## src/include/osc_pkg.sv

```systemverilog
// package: offsets, field positions, reset values and counts of the oscillator control block
package osc_pkg;

   // ----------------------------------------------------------------
   // register addresses
   // ----------------------------------------------------------------
   localparam logic [15:0] addr_main_osc_control  = 16'hffa2;
   localparam logic [15:0] addr_osc_stable_status = 16'hffa3;
   localparam logic [15:0] addr_osc_wait_select   = 16'hffa4;

   // ----------------------------------------------------------------
   // field positions and reset values
   // ----------------------------------------------------------------
   localparam int          hs_osc_stop_bit      = 7;
   localparam int          wait_sel_msb         = 2;
   localparam logic [7:0]  rst_main_osc_control = 8'h00;
   localparam logic [7:0]  rst_stable_status    = 8'h00;
   localparam logic [2:0]  rst_wait_select      = 3'h5;

   // ----------------------------------------------------------------
   // stabilization thresholds, in high-speed oscillator cycles
   // ----------------------------------------------------------------
   localparam int          cnt_w       = 17;
   localparam logic [16:0] cyc_2p11    = 17'h00800;
   localparam logic [16:0] cyc_2p13    = 17'h02000;
   localparam logic [16:0] cyc_2p14    = 17'h04000;
   localparam logic [16:0] cyc_2p15    = 17'h08000;
   localparam logic [16:0] cyc_2p16    = 17'h10000;

   // ----------------------------------------------------------------
   // cpu clock withheld after reset, in internal oscillator clocks
   // ----------------------------------------------------------------
   localparam logic [4:0]  cpu_hold_clocks = 5'h11;
   localparam real         int_osc_khz     = 240.0;

   typedef enum logic [1:0]
   {
      st_idle  = 2'b00,
      st_count = 2'b01,
      st_done  = 2'b10
   } stab_state_t;

   // wait length selected by the 3-bit code; unlisted codes fall back to the longest
   function automatic logic [16:0] wait_limit(input logic [2:0] code);
      case (code)
         3'h1:    wait_limit = cyc_2p11;
         3'h2:    wait_limit = cyc_2p13;
         3'h3:    wait_limit = cyc_2p14;
         3'h4:    wait_limit = cyc_2p15;
         default: wait_limit = cyc_2p16;
      endcase
   endfunction

endpackage

```

## src/design/pin_sync.sv

```systemverilog
// three-stage synchroniser for asynchronous level inputs
`timescale 1ns/1ps
`default_nettype none
module pin_sync
#(
   parameter int width = 1
)
(
   input  wire logic             clock,
   input  wire logic             rst_b,
   input  wire logic             clk_en,
   input  wire logic [width-1:0] async_in,
   output logic      [width-1:0] sync_out
);
   logic [width-1:0] s1_r;
   logic [width-1:0] s2_r;
   logic [width-1:0] s3_r;

   if (width < 1)
   begin : g_bad_width
      $error("pin_sync width must be at least 1");
   end

   always_ff @(posedge clock or negedge rst_b)
   begin
      if (!rst_b)
      begin
         s1_r     <= '0;
         s2_r     <= '0;
         s3_r     <= '0;
         sync_out <= '0;
      end
      else if (clk_en)
      begin
         s1_r <= async_in;
         s2_r <= s1_r;
         s3_r <= s2_r;
         // a change counts once stages two and three agree
         for (int i = 0; i < width; i++)
         begin
            if (s2_r[i] == s3_r[i])
               sync_out[i] <= s2_r[i];
         end
      end
   end
endmodule // pin_sync
`default_nettype wire

```

## src/design/cpu_clk_hold.sv

```systemverilog
// counts internal oscillator ticks after reset and releases the cpu clock
`timescale 1ns/1ps
`default_nettype none
module cpu_clk_hold
(
   input  wire logic clock,
   input  wire logic rst_b,
   input  wire logic clk_en,
   input  wire logic int_osc_tick,
   output logic      cpu_clk_run
);
   import osc_pkg::*;

   logic [4:0] hold_cnt_r;

   always_ff @(posedge clock or negedge rst_b)
   begin
      if (!rst_b)
      begin
         hold_cnt_r  <= 5'h00;
         cpu_clk_run <= 1'b0;
      end
      else if (clk_en && int_osc_tick && !cpu_clk_run)
      begin
         if (hold_cnt_r == cpu_hold_clocks - 5'h01)
            cpu_clk_run <= 1'b1;
         else
            hold_cnt_r <= hold_cnt_r + 5'h01;
      end
   end
endmodule // cpu_clk_hold
`default_nettype wire

```

## src/design/osc_stabilization_control.sv

```systemverilog
// oscillator stop control, stabilization counter and wait select registers
`timescale 1ns/1ps
`default_nettype none
// Operation
// - hs_osc_stop bit high halts the high-speed oscillator, low runs it.
// - on subsystem clock hs_osc_stop is ignored; pcc stop bit stops oscillator.
// - status clears on reset, stop instruction, hs_osc_stop set, pcc stop set.
// - status bits set in order from shortest interval and stay set.
// - status register is read-only, readable by bit or byte.
// - wait code 1..5 selects 2^11..2^16 cycles; other codes forbidden (code stores them and waits 2^16 cycles).
// - wait select resets to 05h, the longest wait.
// - wait select accepts only whole byte writes.
// - wait enforced only for stop release on high-speed cpu clock.
// - after stop release counting ends at the selected wait.
// - stop release wait counts only after oscillation starts.
// - internal oscillator always runs after reset release.
// - option setting decides whether software may stop internal oscillator.
// - prescaler source follows the cpu clock selection.
// - cpu_clk_status reads 0 on internal clock, 1 on high-speed clock.
// - cpu clock withheld 17 internal oscillator clocks after reset.
module osc_stabilization_control
(
   input  wire logic        clock,
   input  wire logic        rst_b,
   input  wire logic        clk_en,
   // register access port
   input  wire logic [15:0] reg_addr,
   input  wire logic [7:0]  reg_wdata,
   input  wire logic        reg_wr,
   input  wire logic        reg_wr_bit,
   input  wire logic        reg_rd,
   output logic      [7:0]  reg_rdata,
   // cpu clock state
   input  wire logic        cpu_clk_select,
   input  wire logic        cpu_on_subclk,
   input  wire logic        pcc_hs_osc_stop,
   input  wire logic        int_osc_stop_req,
   input  wire logic        int_osc_stoppable,
   // standby events
   input  wire logic        stop_enter,
   input  wire logic        stop_release,
   input  wire logic        hs_osc_running,
   input  wire logic        int_osc_tick,
   // outputs
   output logic             hs_osc_enable,
   output logic             int_osc_enable,
   output logic             cpu_clk_status,
   output logic             stop_wait_done,
   output logic             prescaler_src_hs,
   output logic             cpu_clk_run
);
   import osc_pkg::*;

   // ----------------------------------------------------------------
   // state
   // ----------------------------------------------------------------
   logic [7:0]  osc_ctl_r;
   logic [2:0]  wait_sel_r;
   logic [4:0]  stable_r;
   logic [16:0] cnt_r;
   logic        cnt_limited_r;
   logic        osc_run_s;
   logic        hs_osc_stop;
   logic        hs_osc_off;
   logic        clear_evt;
   logic        stop_active_r;
   logic        wait_armed_r;
   logic        stop_r;
   logic        pcc_stop_r;
   logic [16:0] limit_w;
   stab_state_t state_r;

   assign hs_osc_stop = osc_ctl_r[hs_osc_stop_bit];
   assign limit_w     = cnt_limited_r ? wait_limit(wait_sel_r) : cyc_2p16;

   // oscillator start indication comes from the analog side
   pin_sync #(.width(1)) u_osc_sync
   (
      .clock    (clock),
      .rst_b    (rst_b),
      .clk_en   (clk_en),
      .async_in (hs_osc_running),
      .sync_out (osc_run_s)
   );

   cpu_clk_hold u_hold
   (
      .clock        (clock),
      .rst_b        (rst_b),
      .clk_en       (clk_en),
      .int_osc_tick (int_osc_tick),
      .cpu_clk_run  (cpu_clk_run)
   );

   // ----------------------------------------------------------------
   // oscillator control
   // ----------------------------------------------------------------
   // on subsystem clock only the pcc stop bit stops the oscillator
   always_comb
   begin
      if (cpu_on_subclk)
         hs_osc_off = pcc_hs_osc_stop;
      else
         hs_osc_off = hs_osc_stop || stop_active_r;
   end

   always_ff @(posedge clock or negedge rst_b)
   begin
      if (!rst_b)
      begin
         osc_ctl_r <= rst_main_osc_control;
      end
      else if (clk_en && reg_wr && reg_addr == addr_main_osc_control && !cpu_on_subclk)
      begin
         osc_ctl_r <= {reg_wdata[hs_osc_stop_bit], 7'h00};
      end
   end

   always_ff @(posedge clock or negedge rst_b)
   begin
      if (!rst_b)
      begin
         hs_osc_enable    <= 1'b0;
         int_osc_enable   <= 1'b1;
         cpu_clk_status   <= 1'b0;
         prescaler_src_hs <= 1'b0;
      end
      else if (clk_en)
      begin
         hs_osc_enable    <= !hs_osc_off;
         // internal oscillator stops only if option allows and cpu not on it
         int_osc_enable   <= !(int_osc_stoppable && int_osc_stop_req
                               && (cpu_clk_status || cpu_on_subclk));
         cpu_clk_status   <= cpu_clk_select;
         prescaler_src_hs <= cpu_clk_select;
      end
   end

   // ----------------------------------------------------------------
   // wait select register
   // ----------------------------------------------------------------
   always_ff @(posedge clock or negedge rst_b)
   begin
      if (!rst_b)
      begin
         wait_sel_r <= rst_wait_select;
      end
      else if (clk_en && reg_wr && !reg_wr_bit && reg_addr == addr_osc_wait_select)
      begin
         wait_sel_r <= reg_wdata[wait_sel_msb:0];
      end
   end

   // ----------------------------------------------------------------
   // clear events
   // ----------------------------------------------------------------
   always_ff @(posedge clock or negedge rst_b)
   begin
      if (!rst_b)
      begin
         stop_r     <= 1'b0;
         pcc_stop_r <= 1'b0;
      end
      else if (clk_en)
      begin
         stop_r     <= hs_osc_stop;
         pcc_stop_r <= pcc_hs_osc_stop;
      end
   end

   // rising edges of the stop controls and the stop instruction clear status
   assign clear_evt = stop_enter || (hs_osc_stop && !stop_r)
                      || (pcc_hs_osc_stop && !pcc_stop_r);

   // ----------------------------------------------------------------
   // stabilization counter
   // ----------------------------------------------------------------
   always_ff @(posedge clock or negedge rst_b)
   begin
      if (!rst_b)
      begin
         stop_active_r <= 1'b0;
         wait_armed_r  <= 1'b0;
         cnt_limited_r <= 1'b0;
      end
      else if (clk_en)
      begin
         if (stop_enter)
            stop_active_r <= 1'b1;
         else if (stop_release)
            stop_active_r <= 1'b0;
         if (stop_release && stop_active_r)
         begin
            cnt_limited_r <= 1'b1;
            wait_armed_r  <= cpu_clk_select;
         end
         else if (clear_evt)
         begin
            cnt_limited_r <= 1'b0;
            wait_armed_r  <= 1'b0;
         end
         else if (state_r == st_done)
         begin
            wait_armed_r  <= 1'b0;
         end
      end
   end

   always_ff @(posedge clock or negedge rst_b)
   begin
      if (!rst_b)
      begin
         state_r <= st_idle;
         cnt_r   <= '0;
      end
      else if (clk_en)
      begin
         case (state_r)
            st_idle:
            begin
               cnt_r <= '0;
               if (hs_osc_enable && osc_run_s && !clear_evt)
                  state_r <= st_count;
            end
            st_count:
            begin
               if (clear_evt || !hs_osc_enable)
               begin
                  state_r <= st_idle;
                  cnt_r   <= '0;
               end
               else if (cnt_r + 17'h00001 >= limit_w)
               begin
                  cnt_r   <= limit_w;
                  state_r <= st_done;
               end
               else
               begin
                  cnt_r <= cnt_r + 17'h00001;
               end
            end
            st_done:
            begin
               if (clear_evt || !hs_osc_enable)
               begin
                  state_r <= st_idle;
                  cnt_r   <= '0;
               end
            end
            default:
            begin
               state_r <= st_idle;
               cnt_r   <= '0;
            end
         endcase
      end
   end

   // ----------------------------------------------------------------
   // status register and wait done
   // ----------------------------------------------------------------
   always_ff @(posedge clock or negedge rst_b)
   begin
      if (!rst_b)
      begin
         stable_r       <= rst_stable_status[4:0];
         stop_wait_done <= 1'b0;
      end
      else if (clk_en)
      begin
         if (clear_evt || state_r == st_idle)
         begin
            stable_r <= 5'h00;
         end
         else
         begin
            // thermometer code: bit 4 shortest interval, bits only set
            stable_r <= stable_r | {cnt_r >= cyc_2p11, cnt_r >= cyc_2p13,
                                    cnt_r >= cyc_2p14, cnt_r >= cyc_2p15,
                                    cnt_r >= cyc_2p16};
         end
         stop_wait_done <= wait_armed_r && state_r == st_done;
      end
   end

   // ----------------------------------------------------------------
   // register read
   // ----------------------------------------------------------------
   always_ff @(posedge clock or negedge rst_b)
   begin
      if (!rst_b)
      begin
         reg_rdata <= 8'h00;
      end
      else if (clk_en && reg_rd)
      begin
         case (reg_addr)
            addr_main_osc_control:  reg_rdata <= osc_ctl_r;
            addr_osc_stable_status: reg_rdata <= {3'h0, stable_r};
            addr_osc_wait_select:   reg_rdata <= {5'h00, wait_sel_r};
            default:                reg_rdata <= 8'h00;
         endcase
      end
   end
endmodule // osc_stabilization_control
`default_nettype wire

```

## config.mk

```make
export PLATFORM = sky130hd
export DESIGN_NAME = osc_stabilization_control
export DESIGN_NICKNAME = d
export VERILOG_FILES = /design/src/include/osc_pkg.sv /design/src/design/pin_sync.sv /design/src/design/cpu_clk_hold.sv /design/src/design/osc_stabilization_control.sv
export SDC_FILE = /design/constraint.sdc
export NUM_CORES = 1
export LEC_CHECK = 0
export BUFFER_PORTS_ARGS = -buffer_cell sky130_fd_sc_hd__buf_2
export CORE_UTILIZATION = 50
export DETAILED_ROUTE_END_ITERATION = 8
export PLACE_DENSITY = 0.72
export SLEW_MARGIN = 20
export SYNTH_ARGS = -nofsm -noshare
export SYNTH_HDL_FRONTEND = slang
export SYNTH_SLANG_ARGS = --single-unit
```

## constraint.sdc

```tcl
create_clock -name clock -period 5.3 [get_ports clock]
set_input_delay 0.795 -clock clock [delete_from_list [all_inputs] [get_ports clock]]
set_output_delay 0.795 -clock clock [all_outputs]
set_load 0.005 [all_outputs]
```

# Yosys cells after proc, flatten, opt, wreduce, memory -nomap -nowiden
# Cells that the tools add are included.
[classes]
eq_ne = 14
muxes = 21
n_reduce_logical = 43
bitwise_logic = 2
n_addsub = 2
magnitude_cmp = 6
[op_table]
columns = ["op", "n"]
rows = [
  ["2-to-1 mux 17 bit", 4],
  ["one-hot mux 17 bit (4 select lines)", 1],
  ["== test 16 bit, second input constant", 3],
  ["one-hot mux 17 bit (2 select lines)", 1],
  ["one-hot mux 8 bit (3 select lines)", 1],
  ["adder 17 x 1 -> 17 bit, second input constant", 1],
  [">= comparator 17 x 12 -> 1 bit, second input constant", 1],
  [">= comparator 17 x 14 -> 1 bit, second input constant", 1],
  [">= comparator 17 x 15 -> 1 bit, second input constant", 1],
  [">= comparator 17 x 16 -> 1 bit, second input constant", 1],
  [">= comparator 17 bit", 1],
  [">= comparator 17 bit, second input constant", 1],
  ["logical AND 1 bit", 16],
  ["AND reduction 2 bit", 7],
  ["zero test 1 bit", 9],
  ["2-to-1 mux 1 bit", 8],
  ["2-to-1 mux 2 bit", 4],
  ["== test 3 x 2 -> 1 bit, second input constant", 2],
  ["logical OR 1 bit", 6],
  ["one-hot mux 2 bit (3 select lines)", 1],
  ["adder 5 x 1 -> 5 bit, second input constant", 1],
  ["== test 5 bit, second input constant", 1],
  ["2-to-1 mux 5 bit", 1],
  ["bitwise OR 5 bit", 1],
  ["13 further kinds", 14],
]
[word_totals]
output_inout_bits = 14
regBits = 55
input_bits = 39
wordCells = 109

# Longest topological paths before layout
# Gate-level depths: netlist of run 1.
[depth]
word_depth = 8
mapped_depth = 16
mapped_depth_nobuf = 12

# By module
# A second synthesis of run 1 with hierarchy kept.
[hier_totals]
hier_cells = 322
area_unflattened_um2 = 3054.2
[by_module_without_submodules]
columns = ["mod", "cells_each", "instances", "area_each_um2"]
rows = [
  ["osc_stabilization_control", 289, 1, 2595.0],
  ["cpu_clk_hold", 23, 1, 302.8],
  ["pin_sync", 10, 1, 156.4],
]

# Least setup slack after synthesis of run 1
# Ideal clock, no wire load.
[synth_path]
path_type = "register to register"
startpoint = "reg cnt_r[0]"
endpoint = "reg cnt_r[15]"
synth_period_minus_slack_ns = 3.055
slack_ns = 2.245
path_buffers = 2
setup_time_ns = 0.086
path_stages_with_launch = 15
required_time_ns = 5.214
t_arrival_ns = 2.969
cell_sequence = "dfrtp_1 > ha_1 > and3_4 > buf_6 > nand2_1 > nor4_1 > xor2_1 > ha_1 > nand4_1 > a21o_1 > a221oi_1 > a211oi_2 > buf_4 > a21bo_4 > o221ai_2"
[synth_via]
elab_chain_cells = 5
[synth_rtl]
columns = ["item", "line_no", "rtl"]
rows = [
  ["start, declared", "osc_stabilization_control.sv:60", "logic [16:0] cnt_r;"],
  ["start signal, assigned", "osc_stabilization_control.sv:234", "cnt_r <= limit_w;"],
  ["start signal, assigned", "osc_stabilization_control.sv:239", "cnt_r <= cnt_r + 17'h00001;"],
  ["adder 17 x 1 -> 17 bit *", "osc_stabilization_control.sv:232, osc_stabilization_control.sv:239", ""],
  [">= comparator 17 bit", "osc_stabilization_control.sv:232", "else if (cnt_r + 17'h00001 >= limit_w)"],
  ["2-to-1 mux 17 bit *", "osc_stabilization_control.sv:232", ""],
  ["2-to-1 mux 17 bit *", "osc_stabilization_control.sv:227", "if (clear_evt || !hs_osc_enable)"],
  ["one-hot mux 17 bit (2 select lines) *", "osc_stabilization_control.sv:218", "case (state_r)"],
]
# Every way passes the cells marked *; elsewhere a longest branch is shown, timed or not.
# A chain may end at the register's enable or synchronous reset.

# Worst setup path after layout of run 1
# Same ends and word-level chain as after synthesis.

==> results of run 1 <==
cell families (layout without fill, tap and decap cells):
kind of cell / count (synthesis) / after routing
compound gates: 68 / 68
xor+xnor: 12 / 12
fa+ha+maj: 10 / 10
buf+inv: 43 / 75
flops: 53 / 53
mux: 10 / 10
other cells: 1 / 2
simple gates: 150 / 150
power by group through the flow:
stage / logic [uW] / registers (uW) / clock network [uW]
CTS: 109 / 466 / 290
detailed placement: 109 / 474 / 0
floorplan: 71.3 / 469 / 0
global route: 124 / 471 / 306
finish: 107 / 466 / 285
global placement: 105 / 473 / 0
registers in the layout (all words and copies together) (netlist names), 2 cells and up:
register	cells
reg_rdata	6
cnt_r	17
state_r	2
wait_sel_r	3
stable_r	5
u_hold.hold_cnt_r	5
stage by stage:
stage / cell area (sq um) / setup WS [ps] / utilization (%)
2_1_floorplan: 3236 / 2245 / -
3_3_place_gp: 3421 / 1906 / 56.44
3_5_place_dp: 3421 / 1876 / 56.44
4_1_cts: 3533 / 1839 / 58.30
5_1_grt: 3533 / 1466 / 58.30
6_report: 3533 / 1771 / 58.30
worst min path at each step:
stage / endpoint / cells past startpoint / slack (ps)
2_1_floorplan: u_hold.hold_cnt_r[4]$_DFFE_PN0P_ / 1 / 440
3_3_place_gp: reg_rdata[7]$_DFFE_PN0P_ / 2 / 460
3_5_place_dp: reg_rdata[7]$_DFFE_PN0P_ / 2 / 470
4_1_cts: u_hold.hold_cnt_r[4]$_DFFE_PN0P_ / 1 / 490
5_1_grt: reg_rdata[4]$_DFFE_PN0P_ / 2 / 520
6_report: u_hold.hold_cnt_r[4]$_DFFE_PN0P_ / 1 / 490
critical path: cells and delay by family, from the launching register on:
| kind | cells | cell delay, ps |
|---|---|---|
| compound gates | 5 | 1090 |
| flops | 1 | 480 |
| buf+inv | 1 | 240 |
| fa+ha+maj | 2 | 610 |
| xor+xnor | 1 | 150 |
| simple gates | 4 | 870 |
synth_stat cells, drive strengths merged (5+ instances only):
cell and instances:
nand2 55, dfrtp 50, nand3 20, buf 19, inv 18, o21ai 18
nand4 17, nor2 17, ha 10, mux2 9, a21oi 8, xnor2 8
nor3 7, o211ai 7, and3 6, clkbuf 6, o22ai 5
routing by layer:
| metal | part of all wire [%] | global-route usage (%) |
|---|---|---|
| met2 | 48 | 34.46 |
| met3 | 4.1 | 3.077 |
| met5 | 0 | 0 |
| met4 | 0.50 | 5.439 |
| met1 | 47 | 28.41 |
final cells by class:
cell class | instances | area share [%]
clock buffer | 5 | 1.948
tap | 75 | 2.656
multi-input combinational | 252 | 47.45
timing repair buffer | 49 | 7.153
sequential | 53 | 37.64
clock inverter | 3 | 1.239
inverter | 18 | 1.912
cells in the final DEF, fill, tap and decap left out, types with 5 or more instances in the layout:
master,n
dfrtp_1,50
o22ai_1,5
mux2_2,5
ha_1,10
o21ai_0,9
nor2_1,15
buf_2,46
clkbuf_8,5
nand2_1,55
nand4_1,17
inv_1,17
and3_1,5
a21oi_1,8
o21ai_1,9
xnor2_1,8
nand3_1,18
nor3_1,6
==> flow_summary.yaml, run 1 <==
die:
  die_h_um: 82.40
  initial_core_util_pct: 53.32
  ioPinCount: 53
  dieArea_sq_mm: 0.006789
  die_w_um: 82.40
  num_rows: 28
  core-area_sq_mm: 0.006061
pwr:
  leakage_uw: 0.001549
  power_frac_comb_pct: 12.5
  seqPwrFrac_pct: 54.3
  p_int_uw: 631.5
  power.switching_uw: 226.9
  powerDensity_mw_per_mm2: 242.9
  switching_share_pct: 26.43
  peakVddDrop_mv: 0.1693
  power.clock.fraction_pct: 33.2
  total_power_uw: 858.4
placement:
  placed_cells: 447
  hpwl_um: 4602
  port_buffers: 46
  gp_congestion: 0.8324
synth:
  yosys.area_share.simple_pct: 24.51
  synth-seq-area-share_pct: 41.15
  synth_edf_count: 0
  synth-adder-area-share_pct: 3.871
  syn_inst: 347
  synth_ff_type: "dfrtp_1"
  synth_area_per_cell_sq_um: 9.314
  synth.ff_latch_count: 53
  synthTopCellsByArea: "dfrtp_1 39%, nand2_1 6.4%, ha_1 3.9%"
  synth_xor_area_share_pct: 3.252
  async_flop_share_pct: 100.0
  synth_area_sq_mm: 0.003232
  synth_top_area_cell: "dfrtp_1"
  synthMuxAreaShare_pct: 3.446
  synth.distinct_cells: 68
  ys_warn_count: 0
  synth_compound_area_share_pct: 16.57
  synth_top_area_share_pct: 38.71
  synth_top_family_by_area: "simple AND/OR/NAND/NOR gates"
global_routing:
  grt_pass1_vias: 2378
  grt_overflow_total: 0
  grt_start_max_net_pins: 54
  grtUsageTotal_pct: 20.82
  grt_pass1_wl_um: 10900
  antenna_found_initial: 0
routing:
  viasPerCell: 5.789
  wl_per_cell_um: 14.53
  dr.pass1.iters: 4
  postRouteAntennaNets: 0
  totalWireLength_um: 6613
  drc: 0
  dr.first_iter.drc_count: 107
  vias: 2634
hold_path:
  hp-start: "u_hold.hold_cnt_r[4]$_DFFE_PN0P_"
  hold_class: "register to register"
cts:
  path_clk_slew_ps: 100
  clkLatencyLatePin_ps: 310
  cts-resized-gates: 0
  clock_path_buffers: 2
  numCtsBuffers: 5
  cts_setup_buffers: 0
  cts.sinks: 53
  htree_levels: 2
  hold_buffers: 0
  cts-root-buf: "clkbuf_8"
  cts_tree: "done"
timing:
  maxSlewHeadroom_pct: 55.39
  clock.fmax_mhz: 283.4
  maxSlewViolCount: 0
  finalSetupViolCount: 0
  rsz0062_at_grt: "no"
  period_needed_ps: 3529
  timing.hold.ws_ps: 489.9
  final_hold_viol_count: 0
  tns_ps: 0
  clock_skew_ps: 7.685
  period_share_pct: 66.58
  tightest_slew_ps: 669.2
critical_path:
  reg2reg_depth: 13
  criticalPathCategory: "register to register"
  end_kind: "register"
  regToRegSetupSlack_ps: 1770
  crit_end: "cnt_r[15]$_DFFE_PN0P_"
  r2r_start: "cnt_r[0]$_DFFE_PN0P_"
  arrival_ps: 3760
  required_ps: 5530
  setup.worst_path.start: "cnt_r[0]$_DFFE_PN0P_"
  critPathLaunchType: "register"
  crit_fanout: 19
  crit_path_cell_trace: "ha_1 > and3_4 > nand2_1 > nor4_1 > xor2_1 > ha_1 > nand4_1 > a21o_1 > a221oi_1 > a211oi_2 > buf_4 > a21bo_4 > o221ai_2"
  crit_path_top_delay_cell: "dfrtp_1"
  crit_path_frequent_cell: "ha_1"
  worstReg2RegEnd: "cnt_r[15]$_DFFE_PN0P_"
  slowest_delay_ps: 480
final_layout:
  final_nets: 428
  n_antenna_cell: 0
  drive_gt1_share_pct: 22.89
  multi_input_area_sq_mm: 0.001677
  stdcell_count: 455
  seqCellArea_sq_mm: 0.001330
  fillers: 524
  area_growth_pct: 9.330
flow_run:
  drv_cap: 0
run_status:
  status: "completed"
(Power assumes the default switching activity.)
==> inputs of run 2 (changes only) <==
--- a/config.mk
+++ b/config.mk
@@ -5,6 +5,7 @@
 export SDC_FILE = /design/constraint.sdc
 export NUM_CORES = 1
 export LEC_CHECK = 0
+export ABC_AREA = 1
 export BUFFER_PORTS_ARGS = -buffer_cell sky130_fd_sc_hd__buf_2
 export CORE_UTILIZATION = 50
 export DETAILED_ROUTE_END_ITERATION = 8
==> constraint.sdc (replaced) <==
create_clock -name clock -period 3.3 [get_ports clock]
set_input_delay 0.495 -clock clock [delete_from_list [all_inputs] [get_ports clock]]
set_output_delay 0.495 -clock clock [all_outputs]
set_load 0.005 [all_outputs]
==> flow_summary.yaml, run 2 <==
cts:
  cts_tree: "done"
  path_clk_slew_ps: 100
  cts.sinks: 53
  cts-root-buf: "clkbuf_8"
  clock_path_buffers: 2
  hold_buffers: 0
  clkLatencyLatePin_ps: 310
  numCtsBuffers: 5
  htree_levels: 2
pwr:
  leakage_uw: 0.001744
  powerDensity_mw_per_mm2: 341.7
  total_power_uw: 1209
  peakVddDrop_mv: 0.3137
timing:
  period_share_pct: 90.28
  clock.fmax_mhz: 335.6
  rsz0062_at_grt: "no"
  tns_ps: 0
  tightest_slew_ps: 576.8
  period_needed_ps: 2979
  clock_skew_ps: 12.83
  maxSlewViolCount: 0
  timing.hold.ws_ps: 136.9
  finalSetupViolCount: 0
  maxSlewHeadroom_pct: 61.25
  final_hold_viol_count: 0
critical_path:
  criticalPathCategory: "register to register"
  arrival_ps: 3180
  required_ps: 3500
  crit_fanout: 8
  crit_path_cell_trace: "ha_2 > nand2_2 > nor2_4 > nand3_4 > nor3_1 > nand2_1 > nand2_1 > inv_1 > ha_1 > nand2_1 > nor2_4 > nand3_1 > nor2_1 > nand3_1 > nor2_2 > nand2_4 > nand2_2 > nand2_1 > nand3_1 > nand2_1"
  slowest_delay_ps: 410
  end_kind: "register"
  critPathLaunchType: "register"
  crit_path_top_delay_cell: "dfrtp_1"
  crit_path_frequent_cell: "nand2_1"
synth:
  synth_ff_type: "dfrtp_1"
  synth_top_area_share_pct: 40.21
  synth_top_area_cell: "dfrtp_1"
  synth_most_common_cell: "nand2_1"
  synth_common_cells: "95 x nand2_1, 53 x inv_1, 50 x dfrtp_1"
  synthTopCellsByArea: "dfrtp_1 40%, nand2_1 11%, inv_1 6.4%"
  synth_edf_count: 0
  ys_warn_count: 0
  async_flop_share_pct: 100.0
  synth_area_sq_mm: 0.003112
  synth_area_per_cell_sq_um: 7.938
  syn_inst: 392
  synth.ff_latch_count: 53
  synth-seq-area-share_pct: 42.74
  synth.distinct_cells: 38
final_layout:
  top_register: "cnt_r"
  drive_gt1_share_pct: 21.40
  layout_commonest_cell: "nand2_1"
  reg.largest.list: "cnt_r x17, reg_rdata x6"
  n_antenna_cell: 0
  final_nets: 492
  final_cell_mix: "95 x nand2_1, 53 x inv_1, 50 x dfrtp_1, 46 x buf_2, 38 x nand3_1"
  largest_register_ffs: 17
  area_growth_pct: 13.75
die:
  core-area_sq_mm: 0.005956
  ioPinCount: 53
  initial_core_util_pct: 52.25
  dieArea_sq_mm: 0.006543
  die_h_um: 80.89
  die_w_um: 80.89
  num_rows: 28
hold_path:
  hold_class: "input port to async pin"
routing:
  vias: 2734
  dr.pass1.iters: 4
  wl_per_cell_um: 12.77
  drc: 0
  postRouteAntennaNets: 0
  viasPerCell: 5.268
  totalWireLength_um: 6626
  dr.first_iter.drc_count: 142
global_routing:
  grt_pass1_wl_um: 11050
  grt_start_max_net_pins: 34
  antenna_found_initial: 0
  grt_overflow_total: 0
  grtUsageTotal_pct: 21.76
  grt_pass1_vias: 2535
flow_run:
  drv_cap: 0
placement:
  gp_congestion: 0.8555
  port_buffers: 46
  hpwl_um: 4974
run_status:
  status: "completed"
-- run 2: report_power, final --
group	internal (uW)	switching (uW)	leakage (uW)	total [uW]
clock network	151	226	0.0000445	377
logic	50.2	86.1	0.00101	136
registers	674	21.7	0.000689	696
-- run 2: final timing paths --
check                                                  from                          endpoint  slack (ps)  cells past startpoint
hold reg to reg            u_hold.hold_cnt_r[4]$_DFFE_PN0P_  u_hold.hold_cnt_r[4]$_DFFE_PN0P_         490                      1
setup / recovery                       cnt_r[1]$_DFFE_PN0P_             cnt_r[13]$_DFFE_PN0P_         320                     20
hold / removal                                        rst_b             cnt_r[11]$_DFFE_PN0P_         140                      1
min in group clock                             reg_wdata[1]         wait_sel_r[1]$_DFFE_PN0P_         400                      3
max in group asynchronous                             rst_b         wait_sel_r[0]$_DFFE_PN1P_        2330                      2
setup reg to reg                       cnt_r[1]$_DFFE_PN0P_             cnt_r[13]$_DFFE_PN0P_         320                     20
-- run 2: critical path, delay by kind of cell (launching register included) --
kind,cells,cell delay [ps]
adders and majority gates,2,520
buffers and inverters,1,50
DFF,1,410
and+or+nand+nor,17,1890
-- run 2: cell type report --
cell class / instances / area [sq um]
Multi-Input combinational cell: 277 / 1551
Timing Repair Buffer: 51 / 267.8
Inverter: 55 / 206.4
Fill cell: 553 / 2416
Tap cell: 75 / 93.84
Sequential cell: 53 / 1330
Clock buffer: 5 / 68.82
Clock inverter: 3 / 21.27
-- run 2: metal layers --
| metal | share of wire (%) | GRT usage (%) | vias to the layer above |
|---|---|---|---|
| met4 | 1.5 | 6.429 | 0 |
| met2 | 47 | 35.63 | 50 |
| met3 | 2.7 | 4.045 | 9 |
| met5 | 0 | 0 | - |
| met1 | 49 | 29.24 | 1291 |
| li1 | - | - | 1384 |
-- run 2: logic make-up after synthesis --
kind of cell,count (synthesis),synth area share [%]
XOR/XNOR,9,2.533
AO/OA/AOI/OAI,58,12.71
multiplexers,1,0.3619
adder cells (fa/ha/maj),10,4.021
other,1,0.1205
buffers and inverters,63,8.082
AND/OR/NAND/NOR,197,29.43
flip-flops,53,42.74
-- run 2: timing repair --
action,in CTS,in global routing
resized for setup,0,4
endpoints found under the setup margin,0,14
setup buffers,0,1
-- run 2: through the flow --
step	instance area [sq um]	util [%]	worst slack [ps]	cells
6_report	3540	59.43	320.7	519
5_1_grt	3540	59.43	11.81	519
4_1_cts	3515	59.01	210.9	518
3_5_place_dp	3425	57.50	269.0	510
3_3_place_gp	3425	57.50	325.5	510
2_1_floorplan	3115	-	593.4	393
==> inputs of run 3 (changes only) <==
--- a/config.mk
+++ b/config.mk
@@ -10,7 +10,8 @@
 export CORE_UTILIZATION = 50
 export DETAILED_ROUTE_END_ITERATION = 8
 export PLACE_DENSITY = 0.72
-export SLEW_MARGIN = 20
+export RECOVER_POWER = 25
+export SLEW_MARGIN = 40
 export SYNTH_ARGS = -nofsm -noshare
 export SYNTH_HDL_FRONTEND = slang
 export SYNTH_SLANG_ARGS = --single-unit
==> flow_summary.yaml, run 3 (synthesis results as in run 2) <==
run_status:
  status: "completed"
timing:
  clock.fmax_mhz: 334.5
  period_share_pct: 90.58
  period_needed_ps: 2989
  tns_ps: 0
  clock_skew_ps: 12.70
  tightest_slew_ps: 1158
  maxSlewViolCount: 0
  maxSlewHeadroom_pct: 22.79
  finalSetupViolCount: 0
  final_hold_viol_count: 0
  rsz0062_at_grt: "no"
placement:
  port_buffers: 46
  hpwl_um: 4974
  gp_congestion: 0.8555
die:
  num_rows: 28
  dieArea_sq_mm: 0.006543
  ioPinCount: 53
  initial_core_util_pct: 52.25
  core-area_sq_mm: 0.005956
  die_h_um: 80.89
  die_w_um: 80.89
critical_path:
  crit_path_cell_trace: "ha_2 > nand2_2 > nor2_4 > nand3_4 > nor3_1 > nand2_1 > nand2_1 > inv_1 > ha_1 > nand2_1 > nor2_4 > nand3_1 > nor2_1 > nand3_1 > nor2_2 > nand2_4 > nand2_2 > nand2_1 > nand3_1 > nand2_1"
  critPathTopFamily: "simple AND/OR/NAND/NOR gates"
  r2r_start: "cnt_r[1]$_DFFE_PN0P_"
  reg2reg_depth: 20
  arrival_ps: 3190
  worstReg2RegEnd: "cnt_r[13]$_DFFE_PN0P_"
  critPathLaunchType: "register"
  crit_buf_inv: 1
  slowest_delay_ps: 410
  crit_fanout: 8
  regToRegSetupSlack_ps: 310
  crit_path_frequent_cell: "nand2_1"
  criticalPathCategory: "register to register"
  required_ps: 3500
  end_kind: "register"
  crit_path_top_delay_cell: "dfrtp_1"
pwr:
  leakage_uw: 0.001738
  powerDensity_mw_per_mm2: 342.4
  switching_share_pct: 27.73
  p_int_uw: 874.8
  peakVddDrop_mv: 0.3056
  power.switching_uw: 335.6
  power_frac_comb_pct: 11.2
  seqPwrFrac_pct: 57.5
  power.clock.fraction_pct: 31.3
routing:
  viasPerCell: 5.272
  drc: 0
  dr.pass1.iters: 4
  vias: 2736
  wl_per_cell_um: 12.82
  postRouteAntennaNets: 0
  dr.first_iter.drc_count: 142
  totalWireLength_um: 6653
cts:
  htree_levels: 2
  cts_tree: "done"
  cts.sinks: 53
  path_clk_slew_ps: 100
  clock_path_buffers: 2
  cts-root-buf: "clkbuf_8"
  clkLatencyLatePin_ps: 310
  numCtsBuffers: 5
final_layout:
  layout_commonest_cell: "nand2_1"
  n_antenna_cell: 0
  utilization_pct: 59.35
  drive_gt1_share_pct: 20.95
  reg.largest.list: "cnt_r x17, reg_rdata x6"
  fillers: 553
  largest_register_ffs: 17
  multi_input_area_sq_mm: 0.001551
  final_nets: 492
  final_cell_mix: "95 x nand2_1, 53 x inv_1, 50 x dfrtp_1, 44 x buf_2, 38 x nand3_1"
  top_register: "cnt_r"
  area_growth_pct: 13.59
  seqCellArea_sq_mm: 0.001330
global_routing:
  grt_pass1_vias: 2535
  grt_overflow_total: 0
  grt_pass1_wl_um: 11050
  grt_start_max_net_pins: 34
  antenna_found_initial: 0
  grtUsageTotal_pct: 21.76
flow_run:
  drv_cap: 0
hold_path:
  hold_class: "input port to async pin"
-- run 3: cell types whose count changed in the layout (fill, tap and decap cells not counted) --
cell      before  now
buf_4          5    4
clkbuf_2       0    1
buf_2         46   44
clkbuf_1       0    2
-- run 3: layout make-up --
class | count | share of cell area [%]
inverters | 55 | 5.841
flip-flops and latches | 53 | 37.63
clock inverters | 3 | 0.6018
multi-input cells | 277 | 43.89
repair buffers | 51 | 7.434
clock buffers | 5 | 1.947
well taps | 75 | 2.655
-- run 3: worst max path at each step --
| stage | from | endpoint | slack (ps) | depth (start not counted) |
|---|---|---|---|---|
| global placement | cnt_r[1]$_DFFE_PN0P_ | cnt_r[16]$_DFFE_PN0P_ | 330 | 20 |
| global route | cnt_r[1]$_DFFE_PN0P_ | cnt_r[13]$_DFFE_PN0P_ | 10 | 20 |
| CTS | cnt_r[1]$_DFFE_PN0P_ | cnt_r[13]$_DFFE_PN0P_ | 210 | 18 |
| detailed placement | cnt_r[1]$_DFFE_PN0P_ | cnt_r[13]$_DFFE_PN0P_ | 270 | 18 |
| finish | cnt_r[1]$_DFFE_PN0P_ | cnt_r[13]$_DFFE_PN0P_ | 310 | 20 |
| floorplan | cnt_r[0]$_DFFE_PN0P_ | cnt_r[16]$_DFFE_PN0P_ | 590 | 20 |
-- run 3: repair_timing --
action	in CTS	in global routing
gates resized for setup	0	4
endpoints found under the hold margin	0	0
endpoints found under the setup margin	0	14
hold buffers	0	0
setup buffers	0	1
-- run 3: power by group through the flow --
stage	clock network [uW]	logic (uW)	registers, uW
floorplan	0	78.4	704
global route	411	158	699
global placement	0	133	706
detailed placement	0	137	708
CTS	387	138	695
finish	379	136	696
-- run 3: per-layer routing --
metal / part of all wire, % / global-route usage [%]
met2: 47 / 35.63
met1: 49 / 29.24
met4: 1.5 / 6.429
met3: 2.6 / 4.045
met5: 0 / 0
-- run 3: stage by stage --
step	total power, uW	cell area [sq um]	setup WS (ps)	std cells	hold slack, ps
after floorplan	782.3	3115	593.4	393	199.4
after global placement	838.6	3425	325.5	510	460.5
after detailed placement	844.7	3425	269.0	510	469.1
after CTS	1220	3515	210.9	518	143.0
after global routing	1269	3535	11.66	519	382.8
final	1210	3535	310.8	519	389.9
